<file path="src/hbwu_pkg.sv">
// Package for the hardware breakpoint and watchpoint unit.
// Assumes a register port whose offsets are register indices.
package hbwu_pkg;
   // ==========================================================
   // Register indices (word address = index)
   localparam logic [7:0] REG_IBRK_TARGET = 8'h30;
   localparam logic [7:0] REG_IBRK_CTRL = 8'h40;
   localparam logic [7:0] REG_DW_ADDR_A = 8'h50;
   localparam logic [7:0] REG_DW_ADDR_B = 8'h60;
   localparam logic [7:0] REG_DW_CTRL = 8'h70;
   localparam logic [7:0] REG_RW_MASK = 8'h80;
   localparam logic [7:0] REG_RW_VALUE = 8'h90;
   localparam logic [7:0] REG_RW_CTRL = 8'h9c;
   localparam logic [7:0] REG_INT_TYPE = 8'h15;
   localparam logic [7:0] REG_INT_DATA = 8'h16;
   localparam logic [7:0] REG_IRQ_STATUS = 8'hc0;
   localparam logic [7:0] REG_IRQ_MASK = 8'hc1;
   // ==========================================================
   // Field positions
   localparam int CTRL_EN_BIT = 0;
   localparam int CTRL_SEL_BIT = 1;
   localparam int CTRL_LOAD_BIT = 2;
   localparam int CTRL_THR_LSB = 16;
   localparam logic [31:0] IB_CTRL_MASK = 32'h00ff0003;
   localparam logic [31:0] DW_CTRL_MASK = 32'h00ff0007;
   localparam logic [31:0] RW_CTRL_MASK = 32'h00ff0003;
   localparam logic [31:0] CTRL_RESET = 32'h00000000;
   // ==========================================================
   // Cause codes and status bits
   localparam logic [2:0] CAUSE_IBRK = 3'h3;
   localparam logic [2:0] CAUSE_DW = 3'h4;
   localparam logic [2:0] CAUSE_RW = 3'h5;
   localparam int IRQ_IBRK_BIT = 0;
   localparam int IRQ_DW_BIT = 1;
   localparam int IRQ_RW_BIT = 2;
endpackage

</file>
<file path="src/hbwu_top.sv">
// Breakpoint, data watchpoint and resource watchpoint match unit.
// Assumes the pipeline presents one qualified access per cycle.
//
// The plain strobed port was decided locally.
`timescale 1ns/100ps
module hbwu_top
   import hbwu_pkg::*;
(
   input wire logic SYS_CLK, // Core clock
   input wire logic RESET, // Synchronous reset, high
   input wire logic [7:0] REG_ADDR, // Register index
   input wire logic [31:0] REG_WDATA, // Write data
   input wire logic REG_WR, // Write strobe
   input wire logic REG_RD, // Read strobe
   output logic [31:0] REG_RDATA, // Read data, cycle after strobe
   input wire logic PC_VALID, // Instruction issued
   input wire logic [31:0] PC, // Program counter
   input wire logic [2:0] PC_THREAD, // Issuing thread
   input wire logic MEM_VALID, // Memory access
   input wire logic MEM_LOAD, // Access is a load
   input wire logic [31:0] MEM_ADDR, // Effective address
   input wire logic [2:0] MEM_THREAD, // Accessing thread
   input wire logic RES_VALID, // Resource access
   input wire logic [31:0] RES_ID, // Resource identifier
   input wire logic [2:0] RES_THREAD, // Accessing thread
   output logic DEBUG_IRQ // Level, unmasked status set
);
   // ==========================================================
   // Storage
   logic [31:0] ib_target [4];
   logic [31:0] ib_ctrl [4];
   logic [31:0] dw_addr_a [4];
   logic [31:0] dw_addr_b [4];
   logic [31:0] dw_ctrl [4];
   logic [31:0] rw_mask [4];
   logic [31:0] rw_value [4];
   logic [31:0] rw_ctrl [4];
   logic [31:0] int_type;
   logic [31:0] int_data;
   logic [2:0] irq_status;
   logic [2:0] irq_mask;
   logic [3:0] ib_hit, dw_hit, rw_hit;

   // ==========================================================
   // Comparators, one per index
   genvar g;
   generate
      for (g = 0; g < 4; g++) begin : g_cmp
         wire ib_eq = (PC == ib_target[g]);
         wire ib_cond = ib_ctrl[g][CTRL_SEL_BIT] ? !ib_eq : ib_eq;
         assign ib_hit[g] = PC_VALID && ib_ctrl[g][CTRL_EN_BIT]
            && ib_ctrl[g][CTRL_THR_LSB + PC_THREAD] && ib_cond;
         // Loads only count when the load option is set
         wire dw_kind = !MEM_LOAD || dw_ctrl[g][CTRL_LOAD_BIT];
         wire dw_a = (MEM_ADDR == dw_addr_a[g]);
         wire dw_b = (MEM_ADDR == dw_addr_b[g]);
         wire dw_cond = dw_ctrl[g][CTRL_SEL_BIT] ? (dw_a || dw_b) : (dw_a && dw_b);
         assign dw_hit[g] = MEM_VALID && dw_kind && dw_ctrl[g][CTRL_EN_BIT]
            && dw_ctrl[g][CTRL_THR_LSB + MEM_THREAD] && dw_cond;
         // Condition B taken as the inverse of A
         wire rw_a = ((RES_ID & rw_mask[g]) == rw_value[g]);
         wire rw_cond = rw_ctrl[g][CTRL_SEL_BIT] ? !rw_a : rw_a;
         assign rw_hit[g] = RES_VALID && rw_ctrl[g][CTRL_EN_BIT]
            && rw_ctrl[g][CTRL_THR_LSB + RES_THREAD] && rw_cond;
      end
   endgenerate

   // ==========================================================
   // Lowest firing index
   function automatic logic [1:0] lowest(input logic [3:0] v);
      logic [1:0] r;
      r = 2'h0;
      if (v[0]) r = 2'h0;
      else if (v[1]) r = 2'h1;
      else if (v[2]) r = 2'h2;
      else if (v[3]) r = 2'h3;
      return r;
   endfunction

   // Instruction breaks win over data, data over resource
   wire any_ib = |ib_hit;
   wire any_dw = |dw_hit;
   wire any_rw = |rw_hit;
   wire any_hit = any_ib || any_dw || any_rw;
   wire [31:0] next_type = any_ib ? {14'h0, lowest(ib_hit), 5'h0, PC_THREAD, 5'h0, CAUSE_IBRK}
      : any_dw ? {14'h0, lowest(dw_hit), 5'h0, MEM_THREAD, 5'h0, CAUSE_DW}
      : {14'h0, lowest(rw_hit), 5'h0, RES_THREAD, 5'h0, CAUSE_RW};
   wire [31:0] next_data = any_dw && !any_ib ? MEM_ADDR
      : (any_rw && !any_ib) ? RES_ID : int_data;

   // ==========================================================
   // Register decode
   wire [1:0] idx = REG_ADDR[1:0];
   wire hi_ok = (REG_ADDR[7:2] != 6'h0);
   wire wr_ib_t = REG_WR && (REG_ADDR[7:2] == REG_IBRK_TARGET[7:2]);
   wire wr_ib_c = REG_WR && (REG_ADDR[7:2] == REG_IBRK_CTRL[7:2]);
   wire wr_dw_a = REG_WR && (REG_ADDR[7:2] == REG_DW_ADDR_A[7:2]);
   wire wr_dw_b = REG_WR && (REG_ADDR[7:2] == REG_DW_ADDR_B[7:2]);
   wire wr_dw_c = REG_WR && (REG_ADDR[7:2] == REG_DW_CTRL[7:2]);
   wire wr_rw_m = REG_WR && (REG_ADDR[7:2] == REG_RW_MASK[7:2]);
   wire wr_rw_v = REG_WR && (REG_ADDR[7:2] == REG_RW_VALUE[7:2]);
   wire wr_rw_c = REG_WR && (REG_ADDR[7:2] == REG_RW_CTRL[7:2]);
   wire wr_stat = REG_WR && (REG_ADDR == REG_IRQ_STATUS);
   wire wr_mask = REG_WR && (REG_ADDR == REG_IRQ_MASK);
   wire [2:0] ev = {any_rw, any_dw, any_ib};

   // Config register writes; controls clear on reset
   always_ff @(posedge SYS_CLK) begin
      if (RESET) begin
         for (int i = 0; i < 4; i++) begin
            ib_ctrl[i] <= CTRL_RESET;
            dw_ctrl[i] <= CTRL_RESET;
            rw_ctrl[i] <= CTRL_RESET;
         end
      end else begin
         if (wr_ib_c) ib_ctrl[idx] <= REG_WDATA & IB_CTRL_MASK;
         if (wr_dw_c) dw_ctrl[idx] <= REG_WDATA & DW_CTRL_MASK;
         if (wr_rw_c) rw_ctrl[idx] <= REG_WDATA & RW_CTRL_MASK;
      end
   end

   // Address and value registers, no reset needed
   always_ff @(posedge SYS_CLK) begin
      if (wr_ib_t) ib_target[idx] <= REG_WDATA;
      if (wr_dw_a) dw_addr_a[idx] <= REG_WDATA;
      if (wr_dw_b) dw_addr_b[idx] <= REG_WDATA;
      if (wr_rw_m) rw_mask[idx] <= REG_WDATA;
      if (wr_rw_v) rw_value[idx] <= REG_WDATA;
   end

   // Cause capture and sticky status; event set beats a clear
   always_ff @(posedge SYS_CLK) begin
      if (RESET) begin
         int_type <= 32'h0;
         int_data <= 32'h0;
         irq_status <= 3'h0;
         irq_mask <= 3'h0;
      end else begin
         if (any_hit) begin
            int_type <= next_type;
            int_data <= next_data;
         end
         irq_status <= (irq_status & ~(wr_stat ? REG_WDATA[2:0] : 3'h0)) | ev;
         if (wr_mask) irq_mask <= REG_WDATA[2:0];
      end
   end

   // ==========================================================
   // Read mux; unmapped indices read zero
   logic [31:0] rd_mux;
   always_comb begin
      rd_mux = 32'h0;
      if (REG_ADDR[7:2] == REG_IBRK_TARGET[7:2]) rd_mux = ib_target[idx];
      if (REG_ADDR[7:2] == REG_IBRK_CTRL[7:2]) rd_mux = ib_ctrl[idx];
      if (REG_ADDR[7:2] == REG_DW_ADDR_A[7:2]) rd_mux = dw_addr_a[idx];
      if (REG_ADDR[7:2] == REG_DW_ADDR_B[7:2]) rd_mux = dw_addr_b[idx];
      if (REG_ADDR[7:2] == REG_DW_CTRL[7:2]) rd_mux = dw_ctrl[idx];
      if (REG_ADDR[7:2] == REG_RW_MASK[7:2]) rd_mux = rw_mask[idx];
      if (REG_ADDR[7:2] == REG_RW_VALUE[7:2]) rd_mux = rw_value[idx];
      if (REG_ADDR[7:2] == REG_RW_CTRL[7:2]) rd_mux = rw_ctrl[idx];
      if (REG_ADDR == REG_INT_TYPE) rd_mux = int_type;
      if (REG_ADDR == REG_INT_DATA) rd_mux = int_data;
      if (REG_ADDR == REG_IRQ_STATUS) rd_mux = {29'h0, irq_status};
      if (REG_ADDR == REG_IRQ_MASK) rd_mux = {29'h0, irq_mask};
      if (!hi_ok && REG_ADDR != REG_INT_TYPE) rd_mux = 32'h0;
   end

   // Read data registered, valid only the cycle after the strobe
   always_ff @(posedge SYS_CLK) begin
      if (RESET) REG_RDATA <= 32'h0;
      else REG_RDATA <= REG_RD ? rd_mux : 32'h0;
   end

   assign DEBUG_IRQ = |(irq_status & irq_mask);

   // ==========================================================
   // Assertions
   property p_ib_fire;
      @(posedge SYS_CLK) disable iff (RESET)
      ib_hit[0] |=> int_type[2:0] == CAUSE_IBRK && int_type[17:16] == 2'h0;
   endproperty
   a_ib_fire: assert property (p_ib_fire) else $error("instr cause wrong");
   property p_ib_en;
      @(posedge SYS_CLK) disable iff (RESET)
      !ib_ctrl[1][CTRL_EN_BIT] |-> !ib_hit[1];
   endproperty
   a_ib_en: assert property (p_ib_en) else $error("disabled breakpoint fired");
   property p_ib_ne;
      @(posedge SYS_CLK) disable iff (RESET)
      ib_hit[2] && ib_ctrl[2][CTRL_SEL_BIT] |-> PC != ib_target[2];
   endproperty
   a_ib_ne: assert property (p_ib_ne) else $error("inequality break wrong");
   property p_thr;
      @(posedge SYS_CLK) disable iff (RESET)
      dw_hit[1] |-> dw_ctrl[1][CTRL_THR_LSB + MEM_THREAD];
   endproperty
   a_thr: assert property (p_thr) else $error("thread not enabled");
   property p_load;
      @(posedge SYS_CLK) disable iff (RESET)
      MEM_LOAD && !dw_ctrl[1][CTRL_LOAD_BIT] |-> !dw_hit[1];
   endproperty
   a_load: assert property (p_load) else $error("load hit without option");
   property p_and;
      @(posedge SYS_CLK) disable iff (RESET)
      dw_hit[1] && !dw_ctrl[1][CTRL_SEL_BIT] |-> MEM_ADDR == dw_addr_a[1]
         && MEM_ADDR == dw_addr_b[1];
   endproperty
   a_and: assert property (p_and) else $error("and combine wrong");
   property p_dw_data;
      @(posedge SYS_CLK) disable iff (RESET)
      any_dw && !any_ib |=> int_data == $past(MEM_ADDR) && int_type[2:0] == CAUSE_DW;
   endproperty
   a_dw_data: assert property (p_dw_data) else $error("data address not captured");
   property p_rw;
      @(posedge SYS_CLK) disable iff (RESET)
      rw_hit[3] && !rw_ctrl[3][CTRL_SEL_BIT] |-> (RES_ID & rw_mask[3]) == rw_value[3];
   endproperty
   a_rw: assert property (p_rw) else $error("resource compare wrong");
   property p_rst;
      @(posedge SYS_CLK) $fell(RESET) |-> ib_ctrl[0] == 32'h0 && dw_ctrl[0] == 32'h0;
   endproperty
   a_rst: assert property (p_rst) else $error("control not cleared");
   property p_irq;
      @(posedge SYS_CLK) disable iff (RESET)
      any_ib && irq_mask[IRQ_IBRK_BIT] |=> DEBUG_IRQ;
   endproperty
   a_irq: assert property (p_irq) else $error("irq not raised");
   // Comparator checks on the indices that the scenarios use
   property p_ib_eq;
      @(posedge SYS_CLK) disable iff (RESET)
      ib_hit[2] && !ib_ctrl[2][CTRL_SEL_BIT] |-> PC == ib_target[2];
   endproperty
   a_ib_eq: assert property (p_ib_eq) else $error("equality break wrong");
   property p_ib_thr;
      @(posedge SYS_CLK) disable iff (RESET)
      ib_hit[0] |-> ib_ctrl[0][CTRL_THR_LSB + PC_THREAD];
   endproperty
   a_ib_thr: assert property (p_ib_thr) else $error("breakpoint thread not enabled");
   property p_rw_thr;
      @(posedge SYS_CLK) disable iff (RESET)
      rw_hit[3] |-> rw_ctrl[3][CTRL_THR_LSB + RES_THREAD];
   endproperty
   a_rw_thr: assert property (p_rw_thr) else $error("resource thread not enabled");
   property p_dw_en;
      @(posedge SYS_CLK) disable iff (RESET)
      !dw_ctrl[1][CTRL_EN_BIT] |-> !dw_hit[1];
   endproperty
   a_dw_en: assert property (p_dw_en) else $error("disabled watchpoint fired");
   property p_or;
      @(posedge SYS_CLK) disable iff (RESET)
      dw_hit[1] && dw_ctrl[1][CTRL_SEL_BIT]
         |-> MEM_ADDR == dw_addr_a[1] || MEM_ADDR == dw_addr_b[1];
   endproperty
   a_or: assert property (p_or) else $error("or combine wrong");
   property p_rw_en;
      @(posedge SYS_CLK) disable iff (RESET)
      !rw_ctrl[3][CTRL_EN_BIT] |-> !rw_hit[3];
   endproperty
   a_rw_en: assert property (p_rw_en) else $error("disabled resource watch fired");
   property p_rw_inv;
      @(posedge SYS_CLK) disable iff (RESET)
      rw_hit[3] && rw_ctrl[3][CTRL_SEL_BIT] |-> (RES_ID & rw_mask[3]) != rw_value[3];
   endproperty
   a_rw_inv: assert property (p_rw_inv) else $error("condition b wrong");
   // Cause word contents one cycle after a hit, and controls cleared at reset
   property p_ib_thread;
      @(posedge SYS_CLK) disable iff (RESET)
      any_ib |=> int_type[15:8] == {5'h0, $past(PC_THREAD)};
   endproperty
   a_ib_thread: assert property (p_ib_thread) else $error("instr thread wrong");
   property p_dw_thread;
      @(posedge SYS_CLK) disable iff (RESET)
      any_dw && !any_ib |=> int_type[15:8] == {5'h0, $past(MEM_THREAD)};
   endproperty
   a_dw_thread: assert property (p_dw_thread) else $error("data thread wrong");
   property p_dw_idx;
      @(posedge SYS_CLK) disable iff (RESET)
      dw_hit[1] && !dw_hit[0] && !any_ib |=> int_type[17:16] == 2'h1;
   endproperty
   a_dw_idx: assert property (p_dw_idx) else $error("data index wrong");
   property p_rw_idx;
      @(posedge SYS_CLK) disable iff (RESET)
      rw_hit[3] && rw_hit[2:0] == 3'h0 && !any_dw && !any_ib
         |=> int_type[17:16] == 2'h3;
   endproperty
   a_rw_idx: assert property (p_rw_idx) else $error("resource index wrong");
   property p_rw_data;
      @(posedge SYS_CLK) disable iff (RESET)
      any_rw && !any_dw && !any_ib
         |=> int_data == $past(RES_ID) && int_type[2:0] == CAUSE_RW;
   endproperty
   a_rw_data: assert property (p_rw_data) else $error("resource id not captured");
   property p_rst_all;
      @(posedge SYS_CLK)
      $fell(RESET) |-> ib_ctrl[3] == 32'h0 && dw_ctrl[3] == 32'h0 && rw_ctrl[3] == 32'h0;
   endproperty
   a_rst_all: assert property (p_rst_all) else $error("last control not cleared");
   // Status bits and interrupt level
   property p_ib_status;
      @(posedge SYS_CLK) disable iff (RESET)
      any_ib |=> irq_status[IRQ_IBRK_BIT];
   endproperty
   a_ib_status: assert property (p_ib_status) else $error("instr status not set");
   property p_dw_status;
      @(posedge SYS_CLK) disable iff (RESET)
      any_dw |=> irq_status[IRQ_DW_BIT];
   endproperty
   a_dw_status: assert property (p_dw_status) else $error("data status not set");
   property p_rw_status;
      @(posedge SYS_CLK) disable iff (RESET)
      any_rw |=> irq_status[IRQ_RW_BIT];
   endproperty
   a_rw_status: assert property (p_rw_status) else $error("resource status not set");
   property p_sticky;
      @(posedge SYS_CLK) disable iff (RESET)
      irq_status[IRQ_DW_BIT] && !(wr_stat && REG_WDATA[IRQ_DW_BIT])
         |=> irq_status[IRQ_DW_BIT];
   endproperty
   a_sticky: assert property (p_sticky) else $error("status bit lost");
   property p_irq_rw;
      @(posedge SYS_CLK) disable iff (RESET)
      any_rw && irq_mask[IRQ_RW_BIT] && !wr_mask |=> DEBUG_IRQ;
   endproperty
   a_irq_rw: assert property (p_irq_rw) else $error("resource irq not raised");
   property p_irq_off;
      @(posedge SYS_CLK) disable iff (RESET)
      irq_mask == 3'h0 |-> !DEBUG_IRQ;
   endproperty
   a_irq_off: assert property (p_irq_off) else $error("masked irq raised");
   // Cover points for the main scenarios
   c_ib: cover property (@(posedge SYS_CLK) any_ib);
   c_dw: cover property (@(posedge SYS_CLK) any_dw && !any_ib);
   c_rw: cover property (@(posedge SYS_CLK) any_rw && !any_dw && !any_ib);
   c_and: cover property (@(posedge SYS_CLK) dw_hit[1] && !dw_ctrl[1][CTRL_SEL_BIT]);
   c_irq: cover property (@(posedge SYS_CLK) DEBUG_IRQ);
endmodule

</file>
<file path="config.mk">
export PLATFORM = sky130hd
export DESIGN_NAME = hbwu_top
export DESIGN_NICKNAME = d
export VERILOG_FILES = /design/src/hbwu_pkg.sv /design/src/hbwu_top.sv
export SDC_FILE = /design/constraint.sdc
export NUM_CORES = 1
export LEC_CHECK = 0
export BUFFER_PORTS_ARGS = -buffer_cell sky130_fd_sc_hd__buf_2
export CORE_UTILIZATION = 25
export CTS_CLUSTER_SIZE = 8
export DETAILED_ROUTE_END_ITERATION = 8
export GPL_TIMING_DRIVEN = 0
export PLACE_DENSITY = 0.44
export SYNTH_ARGS = -nofsm -noshare
export SYNTH_HDL_FRONTEND = slang
export SYNTH_SLANG_ARGS = --single-unit
</file>
<file path="constraint.sdc">
create_clock -name SYS_CLK -period 7.6 [get_ports SYS_CLK]
set_input_delay 0.76 -clock SYS_CLK [delete_from_list [all_inputs] [get_ports SYS_CLK]]
set_output_delay 0.76 -clock SYS_CLK [all_outputs]
set_load 0.005 [all_outputs]
</file>
# After elaboration in Yosys (flattened, before gate mapping)
# Memories as Yosys holds them, arrays and structs flattened.
# Cells that the tools add are included.
# W data, S select, Z words.
# word_totals
register_bits	102
latch_bits	0
ram_bits	764
rom_bits	0
input_bits	153
output_inout_bits	33
wordCells	243
n_memories	8
# op_classes
n_addsub	3
n_mul	0
div_mod_pow	0
magnitude_cmp	3
n_eq_ne	29
n_shift	0
n_mux	95
n_bitwise	9
reduce_logical	90
# mem_list
memory	depth	word_bits	read_ports	rd_clocked_by_memory_dff	write_ports	line_no	rtl
dw_addr_a	4	32	5	0	1	hbwu_top.sv:32	logic [31:0] dw_addr_a [4];
dw_addr_b	4	32	5	0	1	hbwu_top.sv:33	logic [31:0] dw_addr_b [4];
ib_target	4	32	5	0	1	hbwu_top.sv:30	logic [31:0] ib_target [4];
rw_mask	4	32	5	0	1	hbwu_top.sv:35	logic [31:0] rw_mask [4];
rw_value	4	32	5	0	1	hbwu_top.sv:36	logic [31:0] rw_value [4];
dw_ctrl	4	11	5	0	4	hbwu_top.sv:34	logic [31:0] dw_ctrl [4];
2 more memories	n/a	n/a	n/a	n/a	n/a	n/a	
# ops
op	n
$eq A32 B32 Y1	16
$mux W32	12
$and A32 B32 Y32	4
$bmux W1 S5	12
$logic_and A1 B1 Y1	57
$mux W1	48
$mux W18	2
$mux W2	15
$eq A6 B5 Y1 const B	4
$mux W10	2
$reduce_or A10 Y1	2
$add A5 B3 Y6 const A	3
$eq A6 B6 Y1 const B	3
$lt A6 B6 Y1 const B	3
$eq A8 B5 Y1 const B	2
$eq A8 B8 Y1 const B	2
$reduce_or A4 Y1	3
$logic_not A1 Y1	11
$mux W11	1
$reduce_or A11 Y1	1
$logic_or A1 B1 Y1	10
$mux W3	3
$ne A8 B5 Y1 const B	1
$and A3 B3 Y3	2
9 further kinds	10

# Depth between registers and ports, before layout
# logic_depth
word_depth	13
mapped_depth	12
depth_no_buf	9

# Worst setup path after synthesis
# Ideal clock, no wire load.
# synth_timing
kind	in2reg
startpoint	input REG_ADDR[0]
endpoint	memory rw_value[3][0] (enable)
setup_ns	0.421
arrival_ns	3.736
required_time_ns	7.179
path_slack_ns	3.442
path_stages	7
path_buffers	5
path_cell_list	buf_2 > buf_4 > buf_2 > clkbuf_1 > clkbuf_1 > nand3_1 > nor2_1
# synth_lines
item	line_no	rtl
start, declared	hbwu_top.sv:11	input wire logic [7:0] REG_ADDR,
end, declared	hbwu_top.sv:36	
# Straight into the memory's write port.

==> results.json <==
{
  "yosysTopAreaCellShare_pct": 56.36,
  "cp-end-kind": "flop",
  "cts_hold_buf": 0,
  "syn_area_per_cell_um2": 15.15,
  "syn2layout_area_growth_pct": 17.80,
  "cp.required_ns": 7.97,
  "initial_utilization_pct": 25.27,
  "dp.final_hpwl_um": 142900,
  "clkPwrFrac_pct": 44.4,
  "yosysWarnings": 0,
  "final_net_count": 3105,
  "path_cells": "buf_2 > buf_2 > buf_1 > clkbuf_1 > clkbuf_1 > nand3_1 > o21bai_1",
  "drt_iter0_drc": 4031,
  "async_flop_share_pct": 0,
  "antenna_left": 0,
  "crit_path_top_delay_cell": "o21bai_1",
  "place_congestion": 0.9460,
  "cts-root-buf": "clkbuf_16",
  "via_per_inst": 5.376,
  "synth_cells": 2687,
  "synth_seq_cells": 842,
  "cts_tree": "done",
  "fp.dieW_um": 405.5,
  "num_vias": 27970,
  "rows": 147,
  "p_comb_share_pct": 8.5,
  "fin_crit_sh_pct": 77.85,
  "grt_max_degree": 29,
  "place_inst": 4994,
  "routed_wl_um": 186000,
  "maxSlewViolCount": 0,
  "placed_area_um2": 44670,
  "switching_share_pct": 25.40,
  "antenna_found_initial": 40,
  "layout-drive-gt1-share_pct": 21.18,
  "tightest_slew_ns": 1.447,
  "grt_pass1_vias": 26870,
  "final_cell_area_um2": 47960,
  "synthesis.area_um2": 40710,
  "hp-class": "in -> reg",
  "seqCellArea_um2": 24500,
  "core_um2": 161100,
  "clk_pin_slew_ns": 0.05,
  "drv_cap": 0,
  "synth-edff-count": 764,
  "synth.most_common_cell": "edfxtp_1",
  "fin_skew_ns": 0.02916,
  "p_int_uw": 8210,
  "clockBufferDepth": 3,
  "stdcell_count": 5203,
  "grt_pass1_wl_um": 244300,
  "pre_cts_slack_ns": 0.9107,
  "port_buffers": 126,
  "crit_type": "in -> reg",
  "boundaryPins": 186,
  "h-tree-depth": 3,
  "worst_slack_ns": 1.683,
  "postCtsSetupBuffers": 0,
  "p_leak_uw": 0.01584,
  "critPathLaunchType": "input port",
  "hold_viol_final": 0,
  "synth.distinct_cells": 70,
  "cts_sinks": 842,
  "synthFlopType": "edfxtp_1",
  "cts_buffers": 115,
  "status": "complete, no violations",
  "gr-total-overflow": 0,
  "finalSetupViolCount": 0,
  "p_sw_uw": 2795,
  "wire_per_inst_um": 35.74,
  "fillers": 16340,
  "multi_input_area_um2": 15380,
  "drt_drc_violations_left": 0,
  "rsz0062_at_grt": "false",
  "fin_total_pwr_uw": 11010,
  "design.die.area_um2": 164500,
  "die_h_um": 405.5,
  "max_freq_mhz": 169.0,
  "worstPathArrival_ns": 6.29,
  "grt_usage_pct": 22.22,
  "crit_fanout": 10,
  "max-slew-margin-rel_pct": 3.550,
  "insertion_delay_ns": 0.77,
  "cts_resized": 0,
  "yosys-top-cells-area": "edfxtp_1 (56%), mux4_2 (12%), xor2_1 (8.2%)",
  "synth_common_cells": "edfxtp_1 (764), xor2_1 (383), mux4_2 (213)",
  "ys_seq_area_share_pct": 60.19,
  "syn-num-nets": 2840,
  "p_per_area_nw_per_um2": 229.5,
  "firstDrtPassIters": 5,
  "power_frac_seq_pct": 47.0,
  "min_period_ns": 5.917,
  "yosys.area.top_type": "edfxtp_1",
  "setup_tns_ns": 0,
  "vdd_drop_max_v": 0.0001862,
  "slowest_delay_ns": 1.37
}
## routing by layer
layer,wire [µm],GRT usage (%),vias to the layer above,share of wire [%]
li1,-,-,11290,-
met1,79530,30.94,14890,43
met2,86570,35.52,1521,47
met3,14350,3.340,254,7.7
met4,5402,6.733,18,2.9
met5,118,0,-,0.063
## power groups by stage
stage	clock, µW	sequential (µW)	combinational (µW)
3_5_place_dp	0	5270	924
2_1_floorplan	0	5240	453
6_report	4890	5170	940
5_1_grt	5100	5180	958
4_1_cts	4950	5170	928
3_3_place_gp	0	5270	921
## worst paths after layout
path,startpoint,end,slack (ns),depth (start not counted)
setup / recovery,REG_ADDR[1],rw_ctrl[3][0],1.68,7
hold / removal,PC_THREAD[2],int_type[10],0.40,3
setup reg to reg,rw_value[1][18],int_data[26],3.15,10
hold reg to reg,int_data[28],int_data[28],0.48,1
## cells in the final DEF (no fill, tap or decap), types with 20 or more instances in the layout
| cell type | Yosys | layout |
|---|---|---|
| clkbuf_1 | 65 | 133 |
| nand2_1 | 81 | 81 |
| edfxtp_1 | 764 | 764 |
| mux2i_1 | 45 | 45 |
| a21o_1 | 41 | 41 |
| nand3_1 | 42 | 42 |
| nor2_1 | 137 | 117 |
| and3b_1 | 32 | 32 |
| o2bb2ai_2 | 30 | 30 |
| inv_1 | 31 | 31 |
| a21oi_1 | 86 | 86 |
| buf_4 | 19 | 20 |
| o22a_1 | 32 | 32 |
| and3_1 | 71 | 71 |
| mux4_2 | 213 | 213 |
| a31oi_1 | 23 | 23 |
| clkbuf_16 | 0 | 116 |
| nor2_4 | 1 | 21 |
| a22oi_1 | 97 | 97 |
| a211oi_1 | 34 | 34 |
| a21boi_0 | 33 | 33 |
| dfxtp_1 | 78 | 78 |
| nor4_1 | 106 | 106 |
| nand4_1 | 42 | 42 |
| xor2_1 | 383 | 383 |
| buf_2 | 40 | 174 |
## critical path, delay by kind of cell
family | cells | cell delay, ns
AND/OR/NAND/NOR | 1 | 0.96
buffers and inverters | 5 | 3.15
AO/OA/AOI/OAI | 1 | 1.37
## cell families (layout without fill, tap and decap cells)
logic type | Yosys count | after routing | synth area share [%]
DFF | 842 | 842 | 60.19
adders and majority gates | 1 | 1 | 0.02459
other | 0 | 16 | 0
buffers and inverters | 190 | 530 | 2.407
AOI/OAI and AO/OA | 431 | 431 | 8.166
muxes | 268 | 268 | 13.25
and+or+nand+nor | 571 | 571 | 7.684
xor gates and xnor gates | 384 | 384 | 8.280
## sequential cells by signal, indices dropped and copies added (netlist names)
register	cells
int_data	32
rw_mask	128
int_type	8
rw_ctrl	40
dw_ctrl	44
dw_addr_a	128
dw_addr_b	128
irq_status	3
rw_value	128
ib_target	128
ib_ctrl	40
irq_mask	3
REG_RDATA	32
## layout make-up
cell class / instances / share of cell area, %
multi-input cells: 1655 / 32.06
diodes: 16 / 0.08349
plain buffers: 159 / 1.826
flip-flops and latches: 842 / 51.09
clock inverters: 6 / 0.1539
inverters: 31 / 0.2426
clock buffers: 186 / 6.601
well taps: 2160 / 5.635
repair buffers: 148 / 2.301
## metrics by stage
| stage | hold WS (ns) | utilization (%) |
|---|---|---|
| final | 0.3987 | 29.77 |
| after global placement | 0.4492 | 27.34 |
| after floorplan | 0.4323 | - |
| after global routing | 0.3923 | 29.75 |
| after detailed placement | 0.4560 | 27.73 |
| after CTS | 0.3470 | 29.74 |
Power figures use the tool's default switching activity.
